## src/sio_pkg.sv

```systemverilog
package sio_pkg;

  // Register byte offsets
  localparam logic [7:0] OFF_CTRL_A = 8'h00;
  localparam logic [7:0] OFF_CTRL_B = 8'h04;
  localparam logic [7:0] OFF_STATUS = 8'h08;
  localparam logic [7:0] OFF_BANK   = 8'h20;
  localparam logic [2:0] BANK_PAGE  = 3'h1;

  // serial_ctrl_a field positions
  localparam int CA_RUN   = 0;
  localparam int CA_ABORT = 1;
  localparam int CA_MODE  = 2;
  localparam int CA_EXT   = 4;
  localparam int CA_W8    = 5;

  // serial_ctrl_b and serial_status_reg field positions
  localparam int CB_CNT    = 0;
  localparam int SR_ACTIVE = 0;
  localparam int SR_WAIT   = 1;

  // Reset values
  localparam logic       SCK_IDLE_RST = 1'b1;
  localparam logic       OE_N_RST     = 1'b1;
  localparam logic [2:0] CNT_RST      = 3'h0;

  // Internal shift clock half period in system clocks
  localparam logic [7:0] SCK_HALF_CYC = 8'h04;

  // Last bit index of a word
  localparam logic [2:0] LAST_BIT_W4 = 3'h3;
  localparam logic [2:0] LAST_BIT_W8 = 3'h7;

  typedef enum logic [1:0] {
    MODE_OFF,
    MODE_TX,
    MODE_RX,
    MODE_TXRX
  } dir_mode_t;

  typedef enum logic [1:0] {
    SEQ_IDLE,
    SEQ_SHIFT,
    SEQ_WAIT
  } seq_t;

  typedef struct packed {
    logic        psel;
    logic        penable;
    logic        pwrite;
    logic [7:0]  paddr;
    logic [31:0] pwdata;
  } apb_req_t;

  typedef struct packed {
    logic sck_out;
    logic sck_oe_n;
    logic so;
  } serial_pins_t;

  typedef struct packed {
    logic [7:0][7:0] bank;
    seq_t            seq;
    dir_mode_t       mode;
    logic            run;
    logic            ext_clk;
    logic            w8;
    logic [2:0]      cnt;
    logic            active;
    logic [2:0]      word_idx;
    logic [2:0]      bit_idx;
    logic [7:0]      sh;
    logic [7:0]      div;
    logic            sck;
    logic            oe_n;
    logic            so;
    logic            wr_seen;
    logic            rd_seen;
    logic            last_dummy;
    logic            done_irq;
    logic [2:0]      sck_sync;
    logic [1:0]      si_sync;
    logic [31:0]     prdata;
    logic            pslverr;
  } core_t;

endpackage

```

## src/sync_serial_multiword_io.sv

```systemverilog
`timescale 1ns/1ps
// Contract
// Burst of one to eight 4/8-bit words
// Done interrupt after programmed word count shifted
// Word count changes only stopped or waiting
// Transmit drives LSB first after run set
// Buffer word loads shift register; empty signalled
// Internal-clock transmit waits until a write
// Any buffer write ends the wait
// External transmit without data sends dummy, ends
// Run cleared in transmit: finish word, drop active
// Abort ends at once, clears active
// Software stops and checks active before recount
// Receive stores words, interrupts when count arrives
// Internal receive waits until any buffer read
// External receive unread: drop word, stop
// Run cleared in receive: store word, end
// Abort in receive discards partial word
// Software recounts before reading during wait
// Mode change clears the buffer bank
// Duplex drives on leading, samples trailing
// Software reads all before writing in duplex
// Duplex internal waits until a transmit write
// Run cleared in duplex: finish word, end
// Count 000..111 selects one..eight buffers
// 4-bit mode uses low nibble, zero-fills upper
// Falling clock edge transmits, rising receives
// External shift clock synchronised, edges detected
module sync_serial_multiword_io
(
  input  wire logic                  clk,
  input  wire logic                  nrst,
  input  wire sio_pkg::apb_req_t     apb_req,
  output logic [31:0]                prdata,
  output logic                       pready,
  output logic                       pslverr,
  input  wire logic                  sck_in,
  input  wire logic                  si,
  output sio_pkg::serial_pins_t      pins,
  output logic                       serial_done_irq,
  output logic                       transfer_active_flag
);
  import sio_pkg::*;

  core_t r;
  core_t n;

  logic       setup;
  logic       access;
  logic       is_bank;
  logic       mapped;
  logic [2:0] widx;
  logic       fall;
  logic       rise;
  logic [2:0] last_bit;
  logic [7:0] shifted;
  logic       ok;

  always_comb
  begin
    n = r;
    n.done_irq = 1'b0;
    n.sck_sync = {r.sck_sync[1:0], sck_in};
    n.si_sync = {r.si_sync[0], si};
    setup = apb_req.psel & ~apb_req.penable;
    access = apb_req.psel & apb_req.penable;
    widx = apb_req.paddr[4:2];
    is_bank = (apb_req.paddr[7:5] == BANK_PAGE) &&
              (apb_req.paddr[1:0] == 2'h0);
    mapped = is_bank || apb_req.paddr == OFF_CTRL_A ||
             apb_req.paddr == OFF_CTRL_B || apb_req.paddr == OFF_STATUS;
    last_bit = r.w8 ? LAST_BIT_W8 : LAST_BIT_W4;
    // 4-bit words shift into the low nibble only
    shifted = r.w8 ? {r.si_sync[1], r.sh[7:1]}
                   : {4'h0, r.si_sync[1], r.sh[3:1]};
    ok = (r.mode == MODE_RX) ? r.rd_seen : r.wr_seen;
    fall = 1'b0;
    rise = 1'b0;

    case (r.seq)
      SEQ_IDLE:
      begin
        n.sck = SCK_IDLE_RST;
      end
      SEQ_SHIFT:
      begin
        if (!r.ext_clk)
        begin
          n.div = r.div + 8'h01;
          if (r.div == SCK_HALF_CYC - 8'h01)
          begin
            n.div = 8'h00;
            n.sck = ~r.sck;
            fall = r.sck;
            rise = ~r.sck;
          end
        end
        else
        begin
          // Only the second and third stages feed the edge detector
          fall = r.sck_sync[2] & ~r.sck_sync[1];
          rise = ~r.sck_sync[2] & r.sck_sync[1];
        end
        if (fall && r.mode != MODE_RX)
          n.so = r.sh[0];
        if (rise)
        begin
          n.sh = shifted;
          n.bit_idx = r.bit_idx + 3'h1;
          if (r.bit_idx == last_bit)
          begin
            n.bit_idx = 3'h0;
            if (r.mode != MODE_TX && !r.last_dummy)
              n.bank[r.word_idx] = shifted;
            if (r.word_idx == r.cnt && !r.last_dummy)
              n.done_irq = 1'b1;
            if (r.last_dummy || !r.run)
            begin
              n.seq = SEQ_IDLE;
              n.active = 1'b0;
              n.last_dummy = 1'b0;
            end
            else if (r.word_idx != r.cnt)
            begin
              n.word_idx = r.word_idx + 3'h1;
              n.sh = r.bank[r.word_idx + 3'h1];
            end
            else
            begin
              n.word_idx = 3'h0;
              n.sh = r.bank[0];
              if (ok)
              begin
                n.wr_seen = 1'b0;
                n.rd_seen = 1'b0;
              end
              else if (!r.ext_clk)
                n.seq = SEQ_WAIT;
              else
                n.last_dummy = 1'b1;
            end
          end
        end
      end
      SEQ_WAIT:
      begin
        n.sck = SCK_IDLE_RST;
        if (!r.run)
        begin
          n.seq = SEQ_IDLE;
          n.active = 1'b0;
        end
        else if (ok)
        begin
          // Recount may have happened during the wait; restart at 0
          n.seq = SEQ_SHIFT;
          n.div = 8'h00;
          n.sh = r.bank[0];
          n.wr_seen = 1'b0;
          n.rd_seen = 1'b0;
        end
      end
      default:
      begin
        n.seq = SEQ_IDLE;
        n.active = 1'b0;
      end
    endcase

    // Register bus side; applied last so bus events win over clears
    if (setup)
    begin
      n.pslverr = ~mapped;
      n.prdata = 32'h0;
      if (is_bank)
        n.prdata = {24'h0, r.bank[widx]};
      else if (apb_req.paddr == OFF_CTRL_A)
      begin
        n.prdata[CA_RUN] = r.run;
        n.prdata[CA_MODE +: 2] = r.mode;
        n.prdata[CA_EXT] = r.ext_clk;
        n.prdata[CA_W8] = r.w8;
      end
      else if (apb_req.paddr == OFF_CTRL_B)
        n.prdata[CB_CNT +: 3] = r.cnt;
      else if (apb_req.paddr == OFF_STATUS)
      begin
        n.prdata[SR_ACTIVE] = r.active;
        n.prdata[SR_WAIT] = (r.seq == SEQ_WAIT);
      end
    end

    if (access && apb_req.pwrite && mapped)
    begin
      if (is_bank)
      begin
        n.bank[widx] = apb_req.pwdata[7:0];
        n.wr_seen = 1'b1;
      end
      else if (apb_req.paddr == OFF_CTRL_A)
      begin
        n.run = apb_req.pwdata[CA_RUN];
        n.ext_clk = apb_req.pwdata[CA_EXT];
        n.w8 = apb_req.pwdata[CA_W8];
        n.mode = dir_mode_t'(apb_req.pwdata[CA_MODE +: 2]);
        if (n.mode != r.mode)
          n.bank = '0;
        if (apb_req.pwdata[CA_ABORT])
        begin
          // Partial word is dropped, nothing is stored
          n.seq = SEQ_IDLE;
          n.active = 1'b0;
          n.run = 1'b0;
          n.last_dummy = 1'b0;
          n.bit_idx = 3'h0;
          // Park the clock high at once, not a cycle later
          n.sck = SCK_IDLE_RST;
          n.div = 8'h00;
        end
        else if (n.run && r.seq == SEQ_IDLE && n.mode != MODE_OFF)
        begin
          n.seq = SEQ_SHIFT;
          n.active = 1'b1;
          n.word_idx = 3'h0;
          n.bit_idx = 3'h0;
          n.div = 8'h00;
          n.sck = SCK_IDLE_RST;
          n.sh = n.bank[0];
          n.wr_seen = 1'b0;
          n.rd_seen = 1'b0;
          n.last_dummy = 1'b0;
        end
      end
      else if (apb_req.paddr == OFF_CTRL_B)
      begin
        // Ignored mid-transfer unless parked in an internal wait
        if (!r.active || (r.seq == SEQ_WAIT && !r.ext_clk))
          n.cnt = apb_req.pwdata[CB_CNT +: 3];
      end
    end

    if (access && !apb_req.pwrite && is_bank)
      n.rd_seen = 1'b1;

    n.oe_n = ~(n.active & ~n.ext_clk);
  end

  always_ff @(posedge clk or negedge nrst)
  begin
    if (!nrst)
    begin
      r <= '0;
      r.sck <= SCK_IDLE_RST;
      r.oe_n <= OE_N_RST;
      r.cnt <= CNT_RST;
    end
    else
      r <= n;
  end

  assign prdata = r.prdata;
  assign pready = 1'b1;
  assign pslverr = r.pslverr;
  assign pins.sck_out = r.sck;
  assign pins.sck_oe_n = r.oe_n;
  assign pins.so = r.so;
  assign serial_done_irq = r.done_irq;
  assign transfer_active_flag = r.active;

endmodule

```

## config.mk

```make
export PLATFORM = sky130hd
export DESIGN_NAME = sync_serial_multiword_io
export DESIGN_NICKNAME = d
export VERILOG_FILES = /design/src/sio_pkg.sv /design/src/sync_serial_multiword_io.sv
export SDC_FILE = /design/constraint.sdc
export NUM_CORES = 1
export LEC_CHECK = 0
export BUFFER_PORTS_ARGS = -buffer_cell sky130_fd_sc_hd__buf_2
export CAP_MARGIN = 5
export CORE_MARGIN = 5
export CORE_UTILIZATION = 50
export CTS_CLUSTER_DIAMETER = 30
export DETAILED_ROUTE_END_ITERATION = 10
export PLACE_DENSITY = 0.82
export SYNTH_ARGS = -nofsm -noshare
export SYNTH_HDL_FRONTEND = slang
export SYNTH_SLANG_ARGS = --single-unit
```

## constraint.sdc

```tcl
create_clock -name clk -period 7.1 [get_ports clk]
set_input_delay 2.13 -clock clk [delete_from_list [all_inputs] [get_ports clk]]
set_output_delay 2.13 -clock clk [all_outputs]
set_load 0.02 [all_outputs]
```

After elaboration in Yosys (flattened, before gate mapping)
Index checks and enable logic that the tools add are counted.
{ "op_classes": {"addsub": 3, "order_cmp": 5, "n_eq_ne": 13, "muxes": 98, "bitwise_logic": 14, "reduce_logical": 31} }
{ "op_table": {"columns": ["operator", "count"], "rows": [
  ["$mux W64", 4],
  ["$mux W66", 2],
  ["$bwmux W64", 2],
  ["$mux W98", 1],
  ["$mux W71", 1],
  ["$mux W8", 8],
  ["$mux W3", 17],
  ["$bmux W8 S3", 2],
  ["$demux W8 S3", 2],
  ["$mux W24", 2],
  ["$mux W2", 17],
  ["$mux W34", 1],
  ["$mux W16", 2],
  ["$pmux W16 S2", 1],
  ["$mux W15", 2],
  ["$mux W9", 3],
  ["$mux W1", 22],
  ["$logic_and A1 B1 Y1", 13],
  ["$lt A3 B4 Y1 const B", 3],
  ["$mux W4", 3],
  ["$mux W6", 2],
  ["$not A1 Y1", 9],
  ["$add A8 B1 Y8 const B", 1],
  ["$eq A8 B2 Y1 const B", 1],
  ["other kinds (26)", 43]
]} }
{ "word_totals": {"register_bits": 142, "inputBits": 47, "output_inout_bits": 39} }

Logic depth before layout (Yosys ltp)
{ "logic_depth": {"ltp_word": 19, "ltp_mapped": 11, "mapped_depth_nobuf": 9} }

Worst setup path after synthesis
No wires, ideal clock.
{ "synth_timing": {"path_type": "input to register", "startpoint": "in apb_req[33] (netlist name)", "endpoint": "reg r[131] (netlist name)", "setup_ps": 147, "t_arrival_ps": 3537, "required_time_ps": 6953, "path_slack_ps": 3416, "stages": 8, "cell_sequence": "nor4_4 -> and2_1 -> and3_1 -> buf_2 -> nand2_1 -> clkbuf_1 -> nor2_1 -> a211oi_2"} }
{ "synth_lines": {"columns": ["item", "line_no", "text"], "rows": [
  ["from (decl)", "sync_serial_multiword_io.sv:33", "input wire sio_pkg::apb_req_t apb_req,"],
  ["to (signal assigned)", "sync_serial_multiword_io.sv:258", "r <= n;"],
  ["to (decl)", "sync_serial_multiword_io.sv:45", "core_t r;"]
]} }

==> impl_summary.log <==
INFO  metric clock_tree.root_cell = sky130_fd_sc_hd__clkbuf_16
INFO  metric drt-initial-drc-count = 858
INFO  metric cts_resized = 0
INFO  metric worst_hold_startpoint = n[34]
INFO  metric antenna-diode-count = 0
INFO  metric route.detailed.wl_per_inst = 21.6 µm
INFO  metric clockBufferDepth = 2
INFO  metric final_setup_violating_endpoints = 0
INFO  metric tritoncts.num_buffers = 17
INFO  metric timing.critical_path.from = apb_req[34]
INFO  metric synth_top_cells_by_area = sky130_fd_sc_hd__dfrtp_1 (36%), sky130_fd_sc_hd__mux2i_1 (9.4%), sky130_fd_sc_hd__mux4_2 (9.0%)
INFO  metric whs_path_depth = 0
INFO  metric cts.sink_count = 118
INFO  metric combinationalPowerShare = 9.1%
INFO  metric grt_util_all_layers = 24.7%
INFO  metric timing.fmax = 215 MHz
INFO  metric r2r-start = r[64]
INFO  metric reg2reg_depth = 7
INFO  metric synth.area.mux_share = 20.1%
INFO  metric tritoncts_clock_tree = built
INFO  metric routabilityCongestion = 0.890
INFO  metric die_width = 137 µm
INFO  metric initial_core_util = 50.6%
INFO  metric first_drt_pass_iteration_count = 6
INFO  metric yosys.area_share.simple = 16.6%
INFO  metric synthXorXnorAreaFrac = 0.999%
INFO  metric cts_hold_repair.buffers = 0
INFO  metric timing.critical_path.slowest_cell_delay = 0.83 ns
INFO  metric post_synth_num_cell_types = 77
INFO  metric floorplan.io_pins = 86
INFO  metric synthCells = 805
INFO  metric clock_power_share = 50.0%
INFO  metric grt_pass1_vias = 6,589
INFO  metric layout_min_cycle_time = 4.64 ns
INFO  metric crit_fanout = 32
INFO  metric critPathCaptureType = flop
INFO  metric netlist.top_cell.by_area = sky130_fd_sc_hd__dfrtp_1
INFO  metric antenna_left = 0
INFO  metric grt_max_degree = 65
INFO  metric route.final.wire_length = 21,900 µm
INFO  metric yosys.area.top_type_share = 36.2%
INFO  metric worst-path-stages = 6
INFO  metric die_area = 0.0187 mm²
INFO  metric num-nets-final = 839
INFO  metric power_density_over_cell_area = 210 mW/mm²
INFO  metric ys_seq_area_share = 36.9%
INFO  metric cell_internal_pwr = 1.35 mW
INFO  metric count_of_input_and_output_buffers = 36
INFO  metric criticalPathCategory = in2reg
INFO  metric fp.dieH = 137 µm
INFO  metric post-place-ws = 2.10 ns
INFO  metric fin_hold_ws = 0.344 ns
INFO  metric cp_data_required_time = 7.37 ns
INFO  metric synth-warning-count = 0
INFO  metric antenna_found_initial = 0
INFO  metric crit_arrival = 4.91 ns
INFO  metric tightestPinTransition = 1.23 ns
INFO  metric hold_violations_final = 0
INFO  metric ys_seq_elements = 118
INFO  metric synth-edff-count = 0
INFO  metric setup_total_negative_slack = 0 ns
INFO  metric synth-async-reset-ratio = 100%
INFO  metric crit_path_start_kind = input pin
INFO  metric cts_htree_levels = 4
INFO  metric grt_pass1_wl = 35,300 µm
INFO  metric synth.most_common_cell = sky130_fd_sc_hd__dfrtp_1
INFO  metric fp.coreArea = 0.0158 mm²
INFO  metric post_synth_most_frequent_cells = sky130_fd_sc_hd__dfrtp_1 (116), sky130_fd_sc_hd__nor2_1 (91), sky130_fd_sc_hd__mux2i_1 (75)
INFO  metric yosys_most_used_dff = sky130_fd_sc_hd__dfrtp_1
INFO  metric finalMaxSlewViolations = 0
INFO  metric clock_latency_reported_for_the_late_side_of_the_worst_skew_pair = 0.43 ns
INFO  metric post_synthesis_compound_gate_area_fraction = 16.1%
INFO  metric drt_drc_violations_left = 0
INFO  metric synthesis.area_per_instance = 9.95 µm²
INFO  metric fillers = 1,321
INFO  metric status = finished clean
INFO  metric slew_headroom = 17.6%
INFO  metric finalWorstSetupSlack = 2.46 ns
INFO  metric timing.critical_path.cells = buf_2 > nor2_1 > nand4_1 > nor2_4 > buf_4 > a211oi_1
INFO  metric slowest_stage_cell_on_the_critical_path = sky130_fd_sc_hd__nor2_4
INFO  metric vdd_ir_drop_max = 0.000170 V
INFO  metric synthesis.area = 0.00801 mm²
INFO  metric clk_transition_reported_paths = 0.06 ns
INFO  metric path_buf_inv = 2
INFO  metric cts.repair_timing.setup_buffer_count = 0
INFO  metric power.static_leakage = 3.31 nW
INFO  metric rsz0062_at_grt = false
INFO  metric synth-adder-area-share = 1.41%
INFO  metric gr_ovfl_total = 0
INFO  metric place.detailed.instances = 980
INFO  metric switch_pwr = 458 µW
INFO  metric route.detailed.vias_per_inst = 6.54
INFO  metric final_cell_count_without_fillers = 1,012
INFO  metric largest_delay_contributor_family_on_the_critical_path = simple AND/OR/NAND/NOR gates
INFO  metric post-layout-total-power = 1.81 mW
INFO  metric drv_cap = 0
INFO  metric detailroute.via_count = 6,617
INFO  metric synth_top_family_by_area = multiplexers
INFO  metric skew = 0.00944 ns
INFO  metric place_hpwl = 14,400 µm
INFO  metric layout_cell_share_with_drive_strength_beyond_1 = 18.1%
INFO  metric seq_power_share = 40.9%
INFO  metric area.growth.synth_to_final = 7.65%
INFO  metric rows = 46
INFO  metric period_share = 65.4%
INFO  metric swShare = 25.3%
INFO  metric hp-class = reg2reg
-- final timing paths --
| path | to | slack (ns) |
|---|---|---|
| worst max-delay path | r[140] | 2.46 |
| min in group asynchronous | r[121] | 1.74 |
| max in group asynchronous | r[53] | 4.06 |
| worst max register to register | r[56] | 3.28 |
| worst min register to register | r[34] | 0.34 |
| worst min-delay path | r[34] | 0.34 |
-- layout by cell type, fill, tap and decap left out, types with 4 or more instances in the layout --
cell,synthesis,routed
sky130_fd_sc_hd__nand2b_1,5,5
sky130_fd_sc_hd__nor2b_1,17,17
sky130_fd_sc_hd__nor3_1,12,12
sky130_fd_sc_hd__nand3_1,19,19
sky130_fd_sc_hd__o22ai_1,8,8
sky130_fd_sc_hd__buf_4,36,6
sky130_fd_sc_hd__and2_1,7,7
sky130_fd_sc_hd__mux2i_1,75,75
sky130_fd_sc_hd__o21ai_0,14,14
sky130_fd_sc_hd__a311oi_1,6,6
sky130_fd_sc_hd__nor3_4,4,4
sky130_fd_sc_hd__a211oi_1,46,46
sky130_fd_sc_hd__nor2_1,91,90
sky130_fd_sc_hd__conb_1,2,25
sky130_fd_sc_hd__ha_1,9,9
sky130_fd_sc_hd__o31ai_1,6,6
sky130_fd_sc_hd__o31a_1,4,4
sky130_fd_sc_hd__mux4_2,32,32
sky130_fd_sc_hd__clkbuf_16,0,17
sky130_fd_sc_hd__inv_1,10,10
sky130_fd_sc_hd__nand2_1,62,62
sky130_fd_sc_hd__and3_1,8,8
sky130_fd_sc_hd__o211ai_1,7,7
sky130_fd_sc_hd__mux2_2,7,7
sky130_fd_sc_hd__or3_1,6,6
sky130_fd_sc_hd__a21oi_1,36,36
sky130_fd_sc_hd__dfrtp_1,116,116
sky130_fd_sc_hd__a211oi_2,11,11
sky130_fd_sc_hd__nor3b_1,6,6
sky130_fd_sc_hd__o221ai_1,5,5
sky130_fd_sc_hd__buf_2,13,35
-- power by group through the flow --
stage          clock (mW)  combinational, mW  sequential (mW)
2_1_floorplan           0              0.130            0.738
3_3_place_gp            0              0.158            0.747
3_5_place_dp            0              0.162            0.749
4_1_cts             0.907              0.163            0.738
5_1_grt             0.946              0.181            0.743
6_report            0.904              0.165            0.739
-- metrics by stage --
stage	cell area [µm²]	utilization, %
final	8630	54.5
after global placement	8010	50.6
after floorplan	8100	-
after detailed placement	8010	50.6
after global routing	8630	54.5
after CTS	8630	54.5
-- cell type report --
class / count / area, µm² / share of cell area, %
clock inverters: 10 / 145 / 1.68
multi-input cells: 595 / 4520 / 52.4
repair buffers: 41 / 220 / 2.55
inverters: 10 / 37.5 / 0.435
well taps: 216 / 270 / 3.13
flip-flops and latches: 118 / 2960 / 34.3
clock buffers: 22 / 474 / 5.50
-- state kept, by name, summed over array words and instances, names as in the netlist --
signal / flops
n: 3
pins: 3
prdata: 8
pslverr: 1
r: 101
serial_done_irq: 1
transfer_active_flag: 1
-- layer usage --
| metal | global-route usage (%) | wire (µm) |
|---|---|---|
| met1 | 32.1 | 8600 |
| met2 | 37.4 | 10200 |
| met3 | 7.02 | 2070 |
| met4 | 13.2 | 1000 |
| met5 | 0 | 0 |
-- cell families (layout without fill, tap and decap cells) --
family                     after synthesis  count (layout)
adders and majority gates                9               9
and+or+nand+nor                        262             262
other                                    2              25
AOI/OAI and AO/OA                      173             173
buffers and inverters                  115              83
xor gates and xnor gates                 7               7
DFF                                    118             118
muxes                                  119             119
-- worst reg2reg max path, stage by stage, from the launching register on --
cell,delay (ns)
sky130_fd_sc_hd__dfrtp_1,1.10
sky130_fd_sc_hd__ha_1,0.99
sky130_fd_sc_hd__mux4_2,0.62
sky130_fd_sc_hd__mux2i_1,0.23
sky130_fd_sc_hd__o2111ai_1,0.16
sky130_fd_sc_hd__o221a_2,0.19
sky130_fd_sc_hd__a2111oi_4,0.34
sky130_fd_sc_hd__nor3_1,0.07
No activity file was read; power rests on OpenSTA's default activity.
